## src/pkg/swe_pkg.sv

```systemverilog
// Functional notes
// - Literal subtract computes immediate minus accumulator in 8 bits.
// - Literal subtract always writes its difference into the accumulator.
// - Literal subtract: one word, decode, read literal, process, write accumulator.
// - Register subtract computes addressed register minus accumulator, two's complement.
// - Target bit 0 writes accumulator; 1 writes result back to the register.
// - Common-region bit 0 uses access bank; 1 uses bank pointer register.
// - Extended set, common bit 0, operand at most 95: indexed literal offset.
// - Register subtract: one word, decode, read register, process, write target.
// - Carry clear on negative result, set on zero or positive result.
// - Zero flag set when difference is zero; sign flag is bit 7.
package swe_pkg;
   // Register byte offsets
   localparam logic [4:0] OFS_CTRL = 5'h00;
   localparam logic [4:0] OFS_INSTR = 5'h04;
   localparam logic [4:0] OFS_ACC = 5'h08;
   localparam logic [4:0] OFS_BANK = 5'h0c;
   localparam logic [4:0] OFS_IDX = 5'h10;
   localparam logic [4:0] OFS_STAT = 5'h14;
   localparam logic [4:0] OFS_RES = 5'h18;
   localparam int ADDR_W = 5;
   // Status field positions
   localparam int ST_C = 0;
   localparam int ST_NIB = 1;
   localparam int ST_Z = 2;
   localparam int ST_WRAP = 3;
   localparam int ST_N = 4;
   localparam int ST_BUSY = 5;
   localparam int ST_ILL = 6;
   // Control field positions
   localparam int CT_EXT = 0;
   // Instruction fields
   localparam logic [7:0] OPC_LIT = 8'h08;
   localparam logic [5:0] OPC_REG_DEF = 6'h17;
   localparam int IN_D = 9;
   localparam int IN_A = 8;
   localparam logic [7:0] IDX_LIMIT = 8'h5f;
   localparam logic [3:0] ACC_BANK_HI = 4'hf;
   localparam logic [3:0] ACC_BANK_LO = 4'h0;
   // Reset values
   localparam logic [7:0] RST_ACC = 8'h00;
   localparam logic [3:0] RST_BANK = 4'h0;
   localparam logic [11:0] RST_IDX = 12'h000;
   localparam logic [15:0] RST_INSTR = 16'h0000;
   // Bus responses
   localparam logic [1:0] RESP_OKAY = 2'b00;
   localparam logic [1:0] RESP_SLVERR = 2'b10;
   // Instruction phases
   typedef enum logic [2:0] {
      PH_IDLE, PH_DECODE, PH_READ, PH_PROC, PH_WRITE
   } swe_phase_t;
endpackage : swe_pkg

```

## src/core/swe_exec_unit.sv

```systemverilog
`timescale 1ns/10ps
module swe_exec_unit
   import swe_pkg::*;
#(
   parameter int MEM_AW = 12,
   parameter logic [5:0] REG_OPC = OPC_REG_DEF
) (
   input wire logic clk_sys,
   input wire logic sys_rst,
   input wire logic [31:0] s_axi_awaddr,
   input wire logic s_axi_awvalid,
   output logic s_axi_awready,
   input wire logic [31:0] s_axi_wdata,
   input wire logic [3:0] s_axi_wstrb,
   input wire logic s_axi_wvalid,
   output logic s_axi_wready,
   output logic [1:0] s_axi_bresp,
   output logic s_axi_bvalid,
   input wire logic s_axi_bready,
   input wire logic [31:0] s_axi_araddr,
   input wire logic s_axi_arvalid,
   output logic s_axi_arready,
   output logic [31:0] s_axi_rdata,
   output logic [1:0] s_axi_rresp,
   output logic s_axi_rvalid,
   input wire logic s_axi_rready,
   output logic [MEM_AW-1:0] memAddr,
   input wire logic [7:0] memRdata,
   output logic memWe,
   output logic [7:0] memWdata
);

   // Parameter sanity
   if (MEM_AW != 12) begin : g_chk
      $error("swe_exec_unit: MEM_AW must be 12");
   end

   swe_phase_t phase;
   logic awHeld, wHeld;
   logic [ADDR_W-1:0] awAddr;
   logic [31:0] wData;
   logic [3:0] wStrb;
   logic wrFire, wrMapped;
   logic extEn;
   logic [3:0] bankPtr;
   logic [11:0] idxBase;
   logic [7:0] acc;
   logic [15:0] instr;
   logic startReq;
   logic opIsReg, destAcc, illegal;
   logic [7:0] operand, result;
   logic flagC, flagNib, flagZ, flagWrap, flagN;
   logic isLit, isReg, useIdx;
   logic [11:0] next_memAddr;
   logic [31:0] mergedW, mergedIdx, readMux;
   logic rdMapped;
   logic [8:0] diffFull;
   logic [4:0] diffLow;
   logic [7:0] diff;

   // Byte-lane merge of write data
   function automatic logic [31:0] merge(input logic [31:0] old, input logic [31:0] dat,
                                         input logic [3:0] strb);
      logic [31:0] r;
      r = old;
      for (int i = 0; i < 4; i++) begin
         if (strb[i]) begin
            r[i*8 +: 8] = dat[i*8 +: 8];
         end
      end
      return r;
   endfunction : merge

   // Write channel handshakes
   assign s_axi_awready = !awHeld && !s_axi_bvalid;
   assign s_axi_wready = !wHeld && !s_axi_bvalid;
   assign wrFire = awHeld && wHeld && !s_axi_bvalid;

   // Address and data capture, either order
   always_ff @(posedge clk_sys) begin
      if (sys_rst) begin
         awHeld <= 1'b0;
         wHeld <= 1'b0;
         awAddr <= '0;
         wData <= '0;
         wStrb <= '0;
      end else begin
         if (s_axi_awvalid && s_axi_awready) begin
            awHeld <= 1'b1;
            awAddr <= s_axi_awaddr[ADDR_W-1:0];
         end else if (wrFire) begin
            awHeld <= 1'b0;
         end
         if (s_axi_wvalid && s_axi_wready) begin
            wHeld <= 1'b1;
            wData <= s_axi_wdata;
            wStrb <= s_axi_wstrb;
         end else if (wrFire) begin
            wHeld <= 1'b0;
         end
      end
   end

   // Writable offsets
   always_comb begin
      unique case (awAddr)
         OFS_CTRL, OFS_INSTR, OFS_ACC, OFS_BANK, OFS_IDX: wrMapped = 1'b1;
         default: wrMapped = 1'b0;
      endcase
   end

   // Write response
   always_ff @(posedge clk_sys) begin
      if (sys_rst) begin
         s_axi_bvalid <= 1'b0;
         s_axi_bresp <= RESP_OKAY;
      end else if (wrFire) begin
         s_axi_bvalid <= 1'b1;
         s_axi_bresp <= wrMapped ? RESP_OKAY : RESP_SLVERR;
      end else if (s_axi_bready) begin
         s_axi_bvalid <= 1'b0;
      end
   end

   assign mergedW = merge(32'h0000_0000, wData, wStrb);
   // Index base keeps the lanes that are not strobed
   assign mergedIdx = merge({20'h0, idxBase}, wData, wStrb);

   // Configuration registers
   always_ff @(posedge clk_sys) begin
      if (sys_rst) begin
         extEn <= 1'b0;
         bankPtr <= RST_BANK;
         idxBase <= RST_IDX;
      end else if (wrFire) begin
         if (awAddr == OFS_CTRL && wStrb[0]) extEn <= mergedW[CT_EXT];
         if (awAddr == OFS_BANK && wStrb[0]) bankPtr <= mergedW[3:0];
         if (awAddr == OFS_IDX) idxBase <= mergedIdx[11:0];
      end
   end

   // Instruction issue, only while idle
   assign startReq = wrFire && awAddr == OFS_INSTR && phase == PH_IDLE;

   always_ff @(posedge clk_sys) begin
      if (sys_rst) begin
         instr <= RST_INSTR;
      end else if (startReq) begin
         instr <= mergedW[15:0];
      end
   end

   // Opcode decode
   assign isLit = instr[15:8] == OPC_LIT;
   assign isReg = instr[15:10] == REG_OPC;
   assign useIdx = extEn && !instr[IN_A] && instr[7:0] <= IDX_LIMIT;

   // Operand address resolution
   always_comb begin
      if (useIdx) begin
         next_memAddr = idxBase + {4'h0, instr[7:0]};
      end else if (!instr[IN_A]) begin
         next_memAddr = {instr[7] ? ACC_BANK_HI : ACC_BANK_LO, instr[7:0]};
      end else begin
         next_memAddr = {bankPtr, instr[7:0]};
      end
   end

   // Four-phase sequencer
   always_ff @(posedge clk_sys) begin
      if (sys_rst) begin
         phase <= PH_IDLE;
      end else begin
         unique case (phase)
            PH_IDLE: if (startReq) phase <= PH_DECODE;
            PH_DECODE: phase <= (isLit || isReg) ? PH_READ : PH_IDLE;
            PH_READ: phase <= PH_PROC;
            PH_PROC: phase <= PH_WRITE;
            PH_WRITE: phase <= PH_IDLE;
         endcase
      end
   end

   // Decode results held for the instruction
   always_ff @(posedge clk_sys) begin
      if (sys_rst) begin
         opIsReg <= 1'b0;
         destAcc <= 1'b1;
         illegal <= 1'b0;
         memAddr <= '0;
      end else if (startReq) begin
         illegal <= 1'b0;
      end else if (phase == PH_DECODE) begin
         opIsReg <= isReg;
         destAcc <= isLit || !instr[IN_D];
         illegal <= !(isLit || isReg);
         if (isReg) memAddr <= next_memAddr;
      end
   end

   // Operand fetch
   always_ff @(posedge clk_sys) begin
      if (sys_rst) begin
         operand <= 8'h00;
      end else if (phase == PH_READ) begin
         operand <= opIsReg ? memRdata : instr[7:0];
      end
   end

   // Subtraction with borrow chains
   assign diffFull = {1'b0, operand} - {1'b0, acc};
   assign diffLow = {1'b0, operand[3:0]} - {1'b0, acc[3:0]};
   assign diff = diffFull[7:0];

   // Result and flag update
   always_ff @(posedge clk_sys) begin
      if (sys_rst) begin
         result <= 8'h00;
         flagC <= 1'b0;
         flagNib <= 1'b0;
         flagZ <= 1'b0;
         flagWrap <= 1'b0;
         flagN <= 1'b0;
      end else if (phase == PH_PROC) begin
         result <= diff;
         flagC <= !diffFull[8];
         flagNib <= !diffLow[4];
         flagZ <= diff == 8'h00;
         flagN <= diff[7];
         flagWrap <= (operand[7] != acc[7]) && (diff[7] != operand[7]);
      end
   end

   // Accumulator, instruction wins, software only while idle
   always_ff @(posedge clk_sys) begin
      if (sys_rst) begin
         acc <= RST_ACC;
      end else if (phase == PH_WRITE && destAcc) begin
         acc <= result;
      end else if (wrFire && awAddr == OFS_ACC && phase == PH_IDLE && wStrb[0]) begin
         acc <= mergedW[7:0];
      end
   end

   // Register write-back
   assign memWe = phase == PH_WRITE && opIsReg && !destAcc;
   assign memWdata = result;

   // Read data mux
   always_comb begin
      rdMapped = 1'b1;
      unique case (s_axi_araddr[ADDR_W-1:0])
         OFS_CTRL: readMux = {31'h0, extEn};
         OFS_INSTR: readMux = {16'h0, instr};
         OFS_ACC: readMux = {24'h0, acc};
         OFS_BANK: readMux = {28'h0, bankPtr};
         OFS_IDX: readMux = {20'h0, idxBase};
         OFS_STAT: readMux = {25'h0, illegal, phase != PH_IDLE, flagN, flagWrap, flagZ,
                              flagNib, flagC};
         OFS_RES: readMux = {24'h0, result};
         default: begin
            readMux = 32'h0000_0000;
            rdMapped = 1'b0;
         end
      endcase
   end

   assign s_axi_arready = !s_axi_rvalid;

   // Read response
   always_ff @(posedge clk_sys) begin
      if (sys_rst) begin
         s_axi_rvalid <= 1'b0;
         s_axi_rdata <= 32'h0000_0000;
         s_axi_rresp <= RESP_OKAY;
      end else if (s_axi_arvalid && s_axi_arready) begin
         s_axi_rvalid <= 1'b1;
         s_axi_rdata <= readMux;
         s_axi_rresp <= rdMapped ? RESP_OKAY : RESP_SLVERR;
      end else if (s_axi_rready) begin
         s_axi_rvalid <= 1'b0;
      end
   end
endmodule : swe_exec_unit

```

## config.mk

```make
export PLATFORM = sky130hd
export DESIGN_NAME = swe_exec_unit
export DESIGN_NICKNAME = d
export VERILOG_FILES = /design/src/pkg/swe_pkg.sv /design/src/core/swe_exec_unit.sv
export SDC_FILE = /design/constraint.sdc
export NUM_CORES = 1
export LEC_CHECK = 0
export BUFFER_PORTS_ARGS = -buffer_cell sky130_fd_sc_hd__buf_4
export CAP_MARGIN = 20
export CORE_MARGIN = 5
export CORE_UTILIZATION = 52
export DETAILED_ROUTE_END_ITERATION = 7
export PLACE_DENSITY = 0.8
export SLEW_MARGIN = 15
export SYNTH_ARGS = -nofsm -noshare
export SYNTH_HDL_FRONTEND = slang
export SYNTH_SLANG_ARGS = --single-unit
```

## constraint.sdc

```tcl
create_clock -name clk_sys -period 2.5 [get_ports clk_sys]
set_input_delay 0.125 -clock clk_sys [delete_from_list [all_inputs] [get_ports clk_sys]]
set_output_delay 0.125 -clock clk_sys [all_outputs]
set_load 0.005 [all_outputs]
```

# == Yosys cells after proc, flatten, opt, wreduce, memory -nomap -nowiden ==
# Index checks and enable logic that the tools add are counted.
# totals
ff_bits,143
out_inout_bits,62
# classes
add_sub_neg,3
n_lt_le_gt_ge,1
n_eq_ne,19
n_mux,23
n_bitwise,1
n_reduce_logical,51
# ops
operator,count
$pmux W16 S7,1
$mux W8,5
$mux W12,2
$eq A5 B4 Y1 const B,4
$eq A5 B5 Y1 const B,4
$logic_and A1 B1 Y1,20
$pmux W3 S5,1
$add A12 B8 Y12,1
$eq A5 B3 Y1 const B,2
$logic_not A1 Y1,10
$logic_not A5 Y1,2
$reduce_bool A2 Y1,5
$mux W1,9
$reduce_and A3 Y1,3
$sub A8 B8 Y9,1
$eq A8 B4 Y1 const B,1
$le A8 B7 Y1 const B,1
$logic_not A8 Y1,1
$reduce_or A7 Y1,1
$eq A3 B2 Y1 const B,2
$eq A6 B5 Y1 const B,1
$mux W2,3
$reduce_and A2 Y1,3
$reduce_or A5 Y1,1
other kinds (12),14

# == Longest topological paths before layout ==
# Gate-level depths: netlist (run 1).
# depth
depth_word,7
depth_mapped,10
mapped_depth_nobuf,10

# == Worst setup path after synthesis (run 1) ==
# Ideal clock, no wire load.
# synth_path
kind,register to register
startpoint,register instr[0]
endpoint,register memAddr[10]
t_arrival_ns,2.226
slack_ns,0.183
path_stages_with_launch,10
path_buffers,0
period_less_slack_ns,2.317
path_cell_list,dfxtp_1 ha_1 inv_1 fa_1 nor2b_1 o21a_1 nor2_1 o31a_1 or4_1 a311oi_1
# synth_via
elab_chain_len,3
word_cells_on_any_way,4
cone_classes,add/sub: 1; order compare: 1; mux: 1; reduce/logical: 1
# synth_lines
element,line_no,source
start: declaration,swe_exec_unit.sv:48,logic [15:0] instr;
start signal: assignment,swe_exec_unit.sv:149,instr <= mergedW[15:0];
"parallel branches: the longest is 2 deep, another holds $add A12 B8 Y12",--,
$mux W12 (*),swe_exec_unit.sv:160,if (useIdx) begin
end signal: assignment,swe_exec_unit.sv:197,if (isReg) memAddr <= next_memAddr;
end: declaration,swe_exec_unit.sv:27,"output logic [MEM_AW-1:0] memAddr,"
# Mark *: on every way between the ends.
# A chain may end at the register's enable or synchronous reset.

# == Final worst setup path (run 1) ==
# layout_path
startpoint,register idxBase[0]
endpoint,register memAddr[10]
# layout_via
elab_chain_len,2
# layout_lines
element,line_no,source
start: declaration,swe_exec_unit.sv:46,logic [11:0] idxBase;
start signal: assignment,swe_exec_unit.sv:138,if (awAddr == OFS_IDX) idxBase <= mergedIdx[11:0];
$add A12 B8 Y12,swe_exec_unit.sv:161,"next_memAddr = idxBase + {4'h0, instr[7:0]};"
$mux W12,swe_exec_unit.sv:160,
# Every way passes these cells.

==> impl_metrics.py, run 1 <==
metrics = {
    "critical_path": {
        "crit_path_end_kind": "register",
        "critical_path_required_ns": 2.83,
        "path_class": "register to register",
        "crit_fanout": 3,
        "crit_arrival_ns": 2.75,
        "start_kind": "register",
    },
    "logic_synthesis": {
        "synthArstFlopShare_pct": 0,
        "ys_types": 60,
        "yosys.cell_count.top_type": "dfxtp_1",
        "synth-seq-area-share_pct": 40.6,
        "synth_ff_type": "dfxtp_1",
        "yosys.area.top_type": "dfxtp_1",
        "synth_edf_count": 0,
        "yosys_register_bits": 124,
        "synthCells": 750,
        "synth_area_per_cell_sq_um": 8.16,
        "yosys.area.top_type_share_pct": 40.6,
        "synth_commonest_cells": "dfxtp_1 (124), nand2_1 (108), nor2_1 (96)",
        "synthesis.area_sq_mm": 0.00612,
        "yosys_warnings": 0,
        "synthTopCellsByArea": "dfxtp_1 (41%), nand2_1 (6.6%), mux2i_1 (6.4%)",
    },
    "placed_design": {
        "place_congestion": 0.974,
        "io_buffers": 86,
        "pre_cts_ws_ns": 0.0375,
        "dp_hpwl_mm": 12.5,
        "place_area_sq_mm": 0.00681,
    },
    "power": {
        "p_clk_share_pct": 53.0,
        "p_seq_share_pct": 41.2,
        "total_power_uw": 4970,
        "p_int_uw": 3880,
        "powerDensity_mw_per_mm2": 643,
        "pwr-share-comb_pct": 5.7,
        "vdd_drop_max_mv": 1.15,
        "p_sw_uw": 1090,
        "leakagePower_uw": 0.00306,
        "swShare_pct": 22.0,
    },
    "flow_run": {
        "max_cap_viol_count": 0,
    },
    "finish": {
        "regArea_sq_mm": 0.00248,
        "fin_area_sq_mm": 0.00773,
        "fin_util_pct": 67.4,
        "drive_gt1_share_pct": 16.8,
        "nets": 988,
        "n_antenna_cell": 0,
        "syn_to_final_growth_pct": 26.4,
        "nFillCells": 902,
        "multi_input_comb_area_sq_mm": 0.00330,
    },
    "clocking": {
        "clkLatencyLatePin_ns": 0.42,
        "cts.sinks": 124,
        "numCtsBuffers": 17,
        "clk_path_buf_depth": 2,
        "ctsHtreeMaxLevel": 4,
        "clockRootBuffer": "clkbuf_16",
        "cts_tree": "built",
        "clk_pin_slew_worst_paths_ns": 0.06,
    },
    "drt": {
        "drt_first_pass_iters": 6,
        "first_iter_violations": 562,
        "postRouteAntennaNets": 0,
        "via_per_inst": 5.81,
        "wl_mm": 17.4,
        "wl_per_cell_um": 17.2,
        "vias": 5877,
        "drc": 0,
    },
    "grt": {
        "antenna_found_initial": 0,
        "grt_pass1_vias": 5598,
        "grt_max_degree": 66,
        "grt_remaining_overflow": 0,
        "track_usage_pct": 24.5,
        "grt_pass1_wl_mm": 28.1,
    },
    "sta": {
        "slew_viol_final": 0,
        "slew_headroom_pct": 44.9,
        "fin_skew_ns": 0.00870,
        "period_share_pct": 96.9,
        "worst_pin_slew_ns": 0.823,
        "max_freq_ghz": 0.413,
        "final_hold_viol_count": 0,
        "setup_viol": 0,
        "post-route-min-period_ns": 2.42,
        "fin_ws_ns": 0.0769,
    },
    "die": {
        "die_y_um": 118,
        "dieArea_sq_mm": 0.0140,
        "die_w_um": 118,
        "coreArea_sq_mm": 0.0115,
        "pin_count": 177,
        "initial_utilization_pct": 53.4,
        "rows": 39,
    },
    "hold_path": {
        "min_path_type": "input port to register",
    },
    "run_status": {
        "run_status": "complete, no violations",
    },
}
area by class of cell:
type / instances / area share, %
tap: 143 / 2.31
timing repair buffer: 133 / 13.8
sequential: 124 / 32.1
clock inverter: 11 / 2.14
clock buffer: 21 / 6.08
multi-input combinational: 559 / 42.6
inverter: 20 / 0.971
repair_timing:
item | in CTS | in global routing
endpoints found under the hold margin | 25 | 0
endpoints found under the setup margin | 1 | 2
hold buffers | 26 | 0
pin swaps | 0 | 3
buffers inserted | 0 | 2
gates resized for setup | 1 | 3
gates cloned | 0 | 0
layout by cell type (no fill, tap or decap), types with 6 or more instances in the layout:
cell type,synthesis,final
inv_1,20,20
nand2_1,108,108
a211oi_1,29,29
mux2i_1,39,39
ha_1,16,15
a311oi_1,7,7
nor2b_1,7,6
and2_1,6,6
conb_1,1,18
dfxtp_1,124,123
clkbuf_16,0,17
nand3_1,29,29
a22o_1,8,8
a21oi_1,76,76
o21ai_0,15,15
xnor2_1,8,8
dlygate4sd3_1,0,26
nor2_1,96,96
a22oi_1,7,7
nor3_1,11,11
buf_4,20,107
logic make-up (layout without fill, tap and decap cells):
kind of cell | after synthesis | after routing | synth area share (%)
mux | 39 | 39 | 6.38
buf+inv | 84 | 185 | 6.73
xor+xnor | 9 | 9 | 1.29
simple gates | 293 | 293 | 21.7
flops | 124 | 124 | 40.6
compound gates | 182 | 182 | 19.4
other cells | 1 | 18 | 0.0613
fa+ha+maj | 18 | 18 | 3.93
state kept, by name, indices dropped and copies added, names as in the netlist, 2 cells and up:
register and count:
wStrb 2, acc 8, s_axi_rdata 16, operand 8
memAddr 12, awAddr 5, bankPtr 4, phase 3
wData 16, instr 16, memWdata 8, idxBase 12
power groups by stage:
| stage | sequential [uW] | clock, uW | combinational, uW |
|---|---|---|---|
| finish | 2050 | 2640 | 285 |
| global route | 2050 | 2750 | 313 |
| CTS | 2050 | 2650 | 280 |
| detailed placement | 2090 | 0 | 247 |
| global placement | 2090 | 0 | 241 |
| floorplan | 2070 | 0 | 169 |
routing by layer:
metal | track usage [%] | up-vias | routed length [um]
met2 | 38.3 | 264 | 8030
met3 | 6.78 | 37 | 1530
met1 | 32.5 | 2753 | 7520
met5 | 0 | - | 0
li1 | - | 2823 | -
met4 | 9.14 | 0 | 333
critical path, stage by stage, from the launching register on:
cell      delay [ns]
dfxtp_2         0.35
ha_2            0.19
inv_1           0.06
fa_2            0.34
nor2b_2         0.14
o21a_1          0.18
nor2_1          0.08
o31a_1          0.26
or4_1           0.47
a311oi_1        0.25
per-stage QoR:
step / cells / hold WS (ns) / setup TNS, ns
2_1_floorplan: 767 / 0.224 / 0
3_3_place_gp: 951 / 0.308 / 0
3_5_place_dp: 951 / 0.322 / 0
4_1_cts: 1009 / 0.0715 / 0
5_1_grt: 1011 / 0.0789 / -0.0352
6_report: 1011 / 0.0764 / 0
path summary, 6_finish.rpt:
check | startpoint | end | slack, ns | cells after the start
min | memRdata[5] | operand[5] | 0.08 | 3
min reg2reg | s_axi_rdata[12] | s_axi_rdata[12] | 0.46 | 2
max reg2reg | idxBase[0] | memAddr[10] | 0.08 | 9
max | idxBase[0] | memAddr[10] | 0.08 | 9
No activity file was read; power rests on OpenSTA's default activity.
==> run 2: changes to the inputs <==
- CORE_UTILIZATION: 52 -> 56
- PLACE_DENSITY: 0.8 -> 0.91
- clock period: 2.5 -> 3.1 ns (I/O delays scaled with it)
==> run 2 against run 1 <==
Global-route usage grew 2.8 points. Via count grew 1.3%. Final cell count shrank 1.9%. Worst hold slack lost 0.052 ns. Critical path type unchanged. Clock power shrank 24%. Combinational power shrank 20%. Total power shrank 22%.
==> impl_metrics.py, run 2 (same netlist as run 1, synthesis figures left out) <==
metrics = {
    "die": {
        "pin_count": 177,
        "die_w_um": 115,
        "rows": 38,
        "die_y_um": 115,
        "initial_utilization_pct": 56.7,
        "dieArea_sq_mm": 0.0131,
        "coreArea_sq_mm": 0.0108,
    },
    "placed_design": {
        "placed_cells": 935,
        "dp_hpwl_mm": 11.7,
        "place_congestion": 0.974,
        "io_buffers": 86,
    },
    "flow_run": {
        "max_cap_viol_count": 0,
    },
    "sta": {
        "worst_pin_slew_ns": 0.737,
        "slew_headroom_pct": 49.6,
        "period_share_pct": 84.2,
        "setup_viol": 0,
        "fin_skew_ns": 0.00579,
        "rsz0062_at_grt": "no",
        "max_freq_ghz": 0.383,
        "final_hold_viol_count": 0,
        "post-route-min-period_ns": 2.61,
        "tns_ns": 0,
        "slew_viol_final": 0,
    },
    "drt": {
        "first_iter_violations": 806,
        "via_per_inst": 6.00,
        "vias": 5955,
        "postRouteAntennaNets": 0,
        "drt_first_pass_iters": 6,
        "wl_per_cell_um": 17.7,
        "drc": 0,
        "wl_mm": 17.6,
    },
    "finish": {
        "instances_no_fill": 992,
        "n_antenna_cell": 0,
        "nFillCells": 765,
        "nets": 973,
        "drive_gt1_share_pct": 14.7,
        "syn_to_final_growth_pct": 23.8,
        "reg_top3": "instr (16), s_axi_rdata (16), wData (16)",
        "final_cell_mix": "dfxtp_1 (124), nand2_1 (108), nor2_1 (96)",
        "final_common_cell": "dfxtp_1",
    },
    "grt": {
        "grt_remaining_overflow": 0,
        "antenna_found_initial": 0,
        "track_usage_pct": 27.3,
        "grt_pass1_vias": 5670,
        "grt_max_degree": 68,
        "grt_pass1_wl_mm": 28.5,
    },
    "power": {
        "leakagePower_uw": 0.00299,
        "powerDensity_mw_per_mm2": 514,
        "vdd_drop_max_mv": 0.307,
    },
    "clocking": {
        "clk_path_buf_depth": 2,
        "numCtsBuffers": 17,
        "clk_pin_slew_worst_paths_ns": 0.06,
        "clkLatencyLatePin_ns": 0.52,
        "cts_tree": "built",
        "ctsResizeCount": 0,
        "cts.sinks": 124,
        "clockRootBuffer": "clkbuf_8",
        "ctsHtreeMaxLevel": 4,
    },
    "run_status": {
        "run_status": "complete, no violations",
    },
    "hold_path": {
        "min_path_type": "input port to register",
    },
    "critical_path": {
        "start_kind": "register",
        "crit_path_end_kind": "register",
        "crit_arrival_ns": 3.03,
        "path_delay_family": "simple AND/OR/NAND/NOR gates",
        "slowest_stage": "or4_1",
        "crit_chain": "ha_1 > inv_1 > fa_1 > nor2b_1 > o21a_1 > nor2_1 > o31a_1 > or4_1 > a311oi_1",
        "cp.buffers_inverters": 1,
        "max_stage_delay_ns": 0.47,
        "critical_path_required_ns": 3.52,
        "crit_fanout": 5,
        "path_class": "register to register",
    },
}
run 2: cell types whose count changed in the layout (fill, tap and decap cells not counted), sizes merged:
cell,before,now
clkinv,3,4
clkbuf,21,24
bufinv,4,3
buf,107,92
clkinvlp,4,0
run 2: area by class of cell:
type                    instances  area (sq um)  share of cell area, %
clock buffers                  24           490                   6.48
inverters                      20          75.1                  0.991
clock inverters                 7           110                   1.45
repair buffers                118           951                   12.6
well taps                     140           175                   2.31
multi-input cells             559          3290                   43.4
flip-flops and latches        124          2480                   32.8
run 2: where the power goes:
part           internal, uW  switching, uW
Clock                  1320            690
Combinational           101            126
Sequential             1620           31.4
Total                  3040            847
run 2: tightest hold or removal path: cells and delay by family:
family                 cells  cell delay [ns]
muxes                      1             0.14
buffers and inverters      1             0.11
AOI/OAI and AO/OA          1             0.09
run 2: per-stage QoR:
step	power (uW)	instance area [sq um]	setup WS (ns)	util, %	hold slack (ns)
finish	3890	7570	0.489	70.2	0.0242
global route	4000	7570	0.307	70.2	0.0271
CTS	3890	7570	0.518	70.2	0.00941
detailed placement	1880	6710	0.541	62.2	0.345
global placement	1870	6710	0.610	62.2	0.338
floorplan	1810	6180	0.783	-	0.254
run 2: final timing paths:
kind                                 startpoint  cells past startpoint              end  slack [ns]
worst max-delay path                   instr[0]                      9      memAddr[10]        0.49
worst min-delay path                memRdata[7]                      3       operand[7]        0.02
worst max register to register         instr[0]                      9      memAddr[10]        0.49
worst min register to register  s_axi_rdata[15]                      2  s_axi_rdata[15]        0.45
run 2: metal layers:
layer  vias to the layer above  GRT usage [%]  part of all wire, %
li1                       2786              -                    -
met1                      2774           34.3                   39
met2                       348           44.7                   48
met3                        47           7.51                   11
met4                         0           10.1                  2.3
met5                         -              0                    0
run 2: repair_timing:
action	CTS	global route
hold buffers	26	0
buffers inserted	0	0
endpoints found under the hold margin	25	0
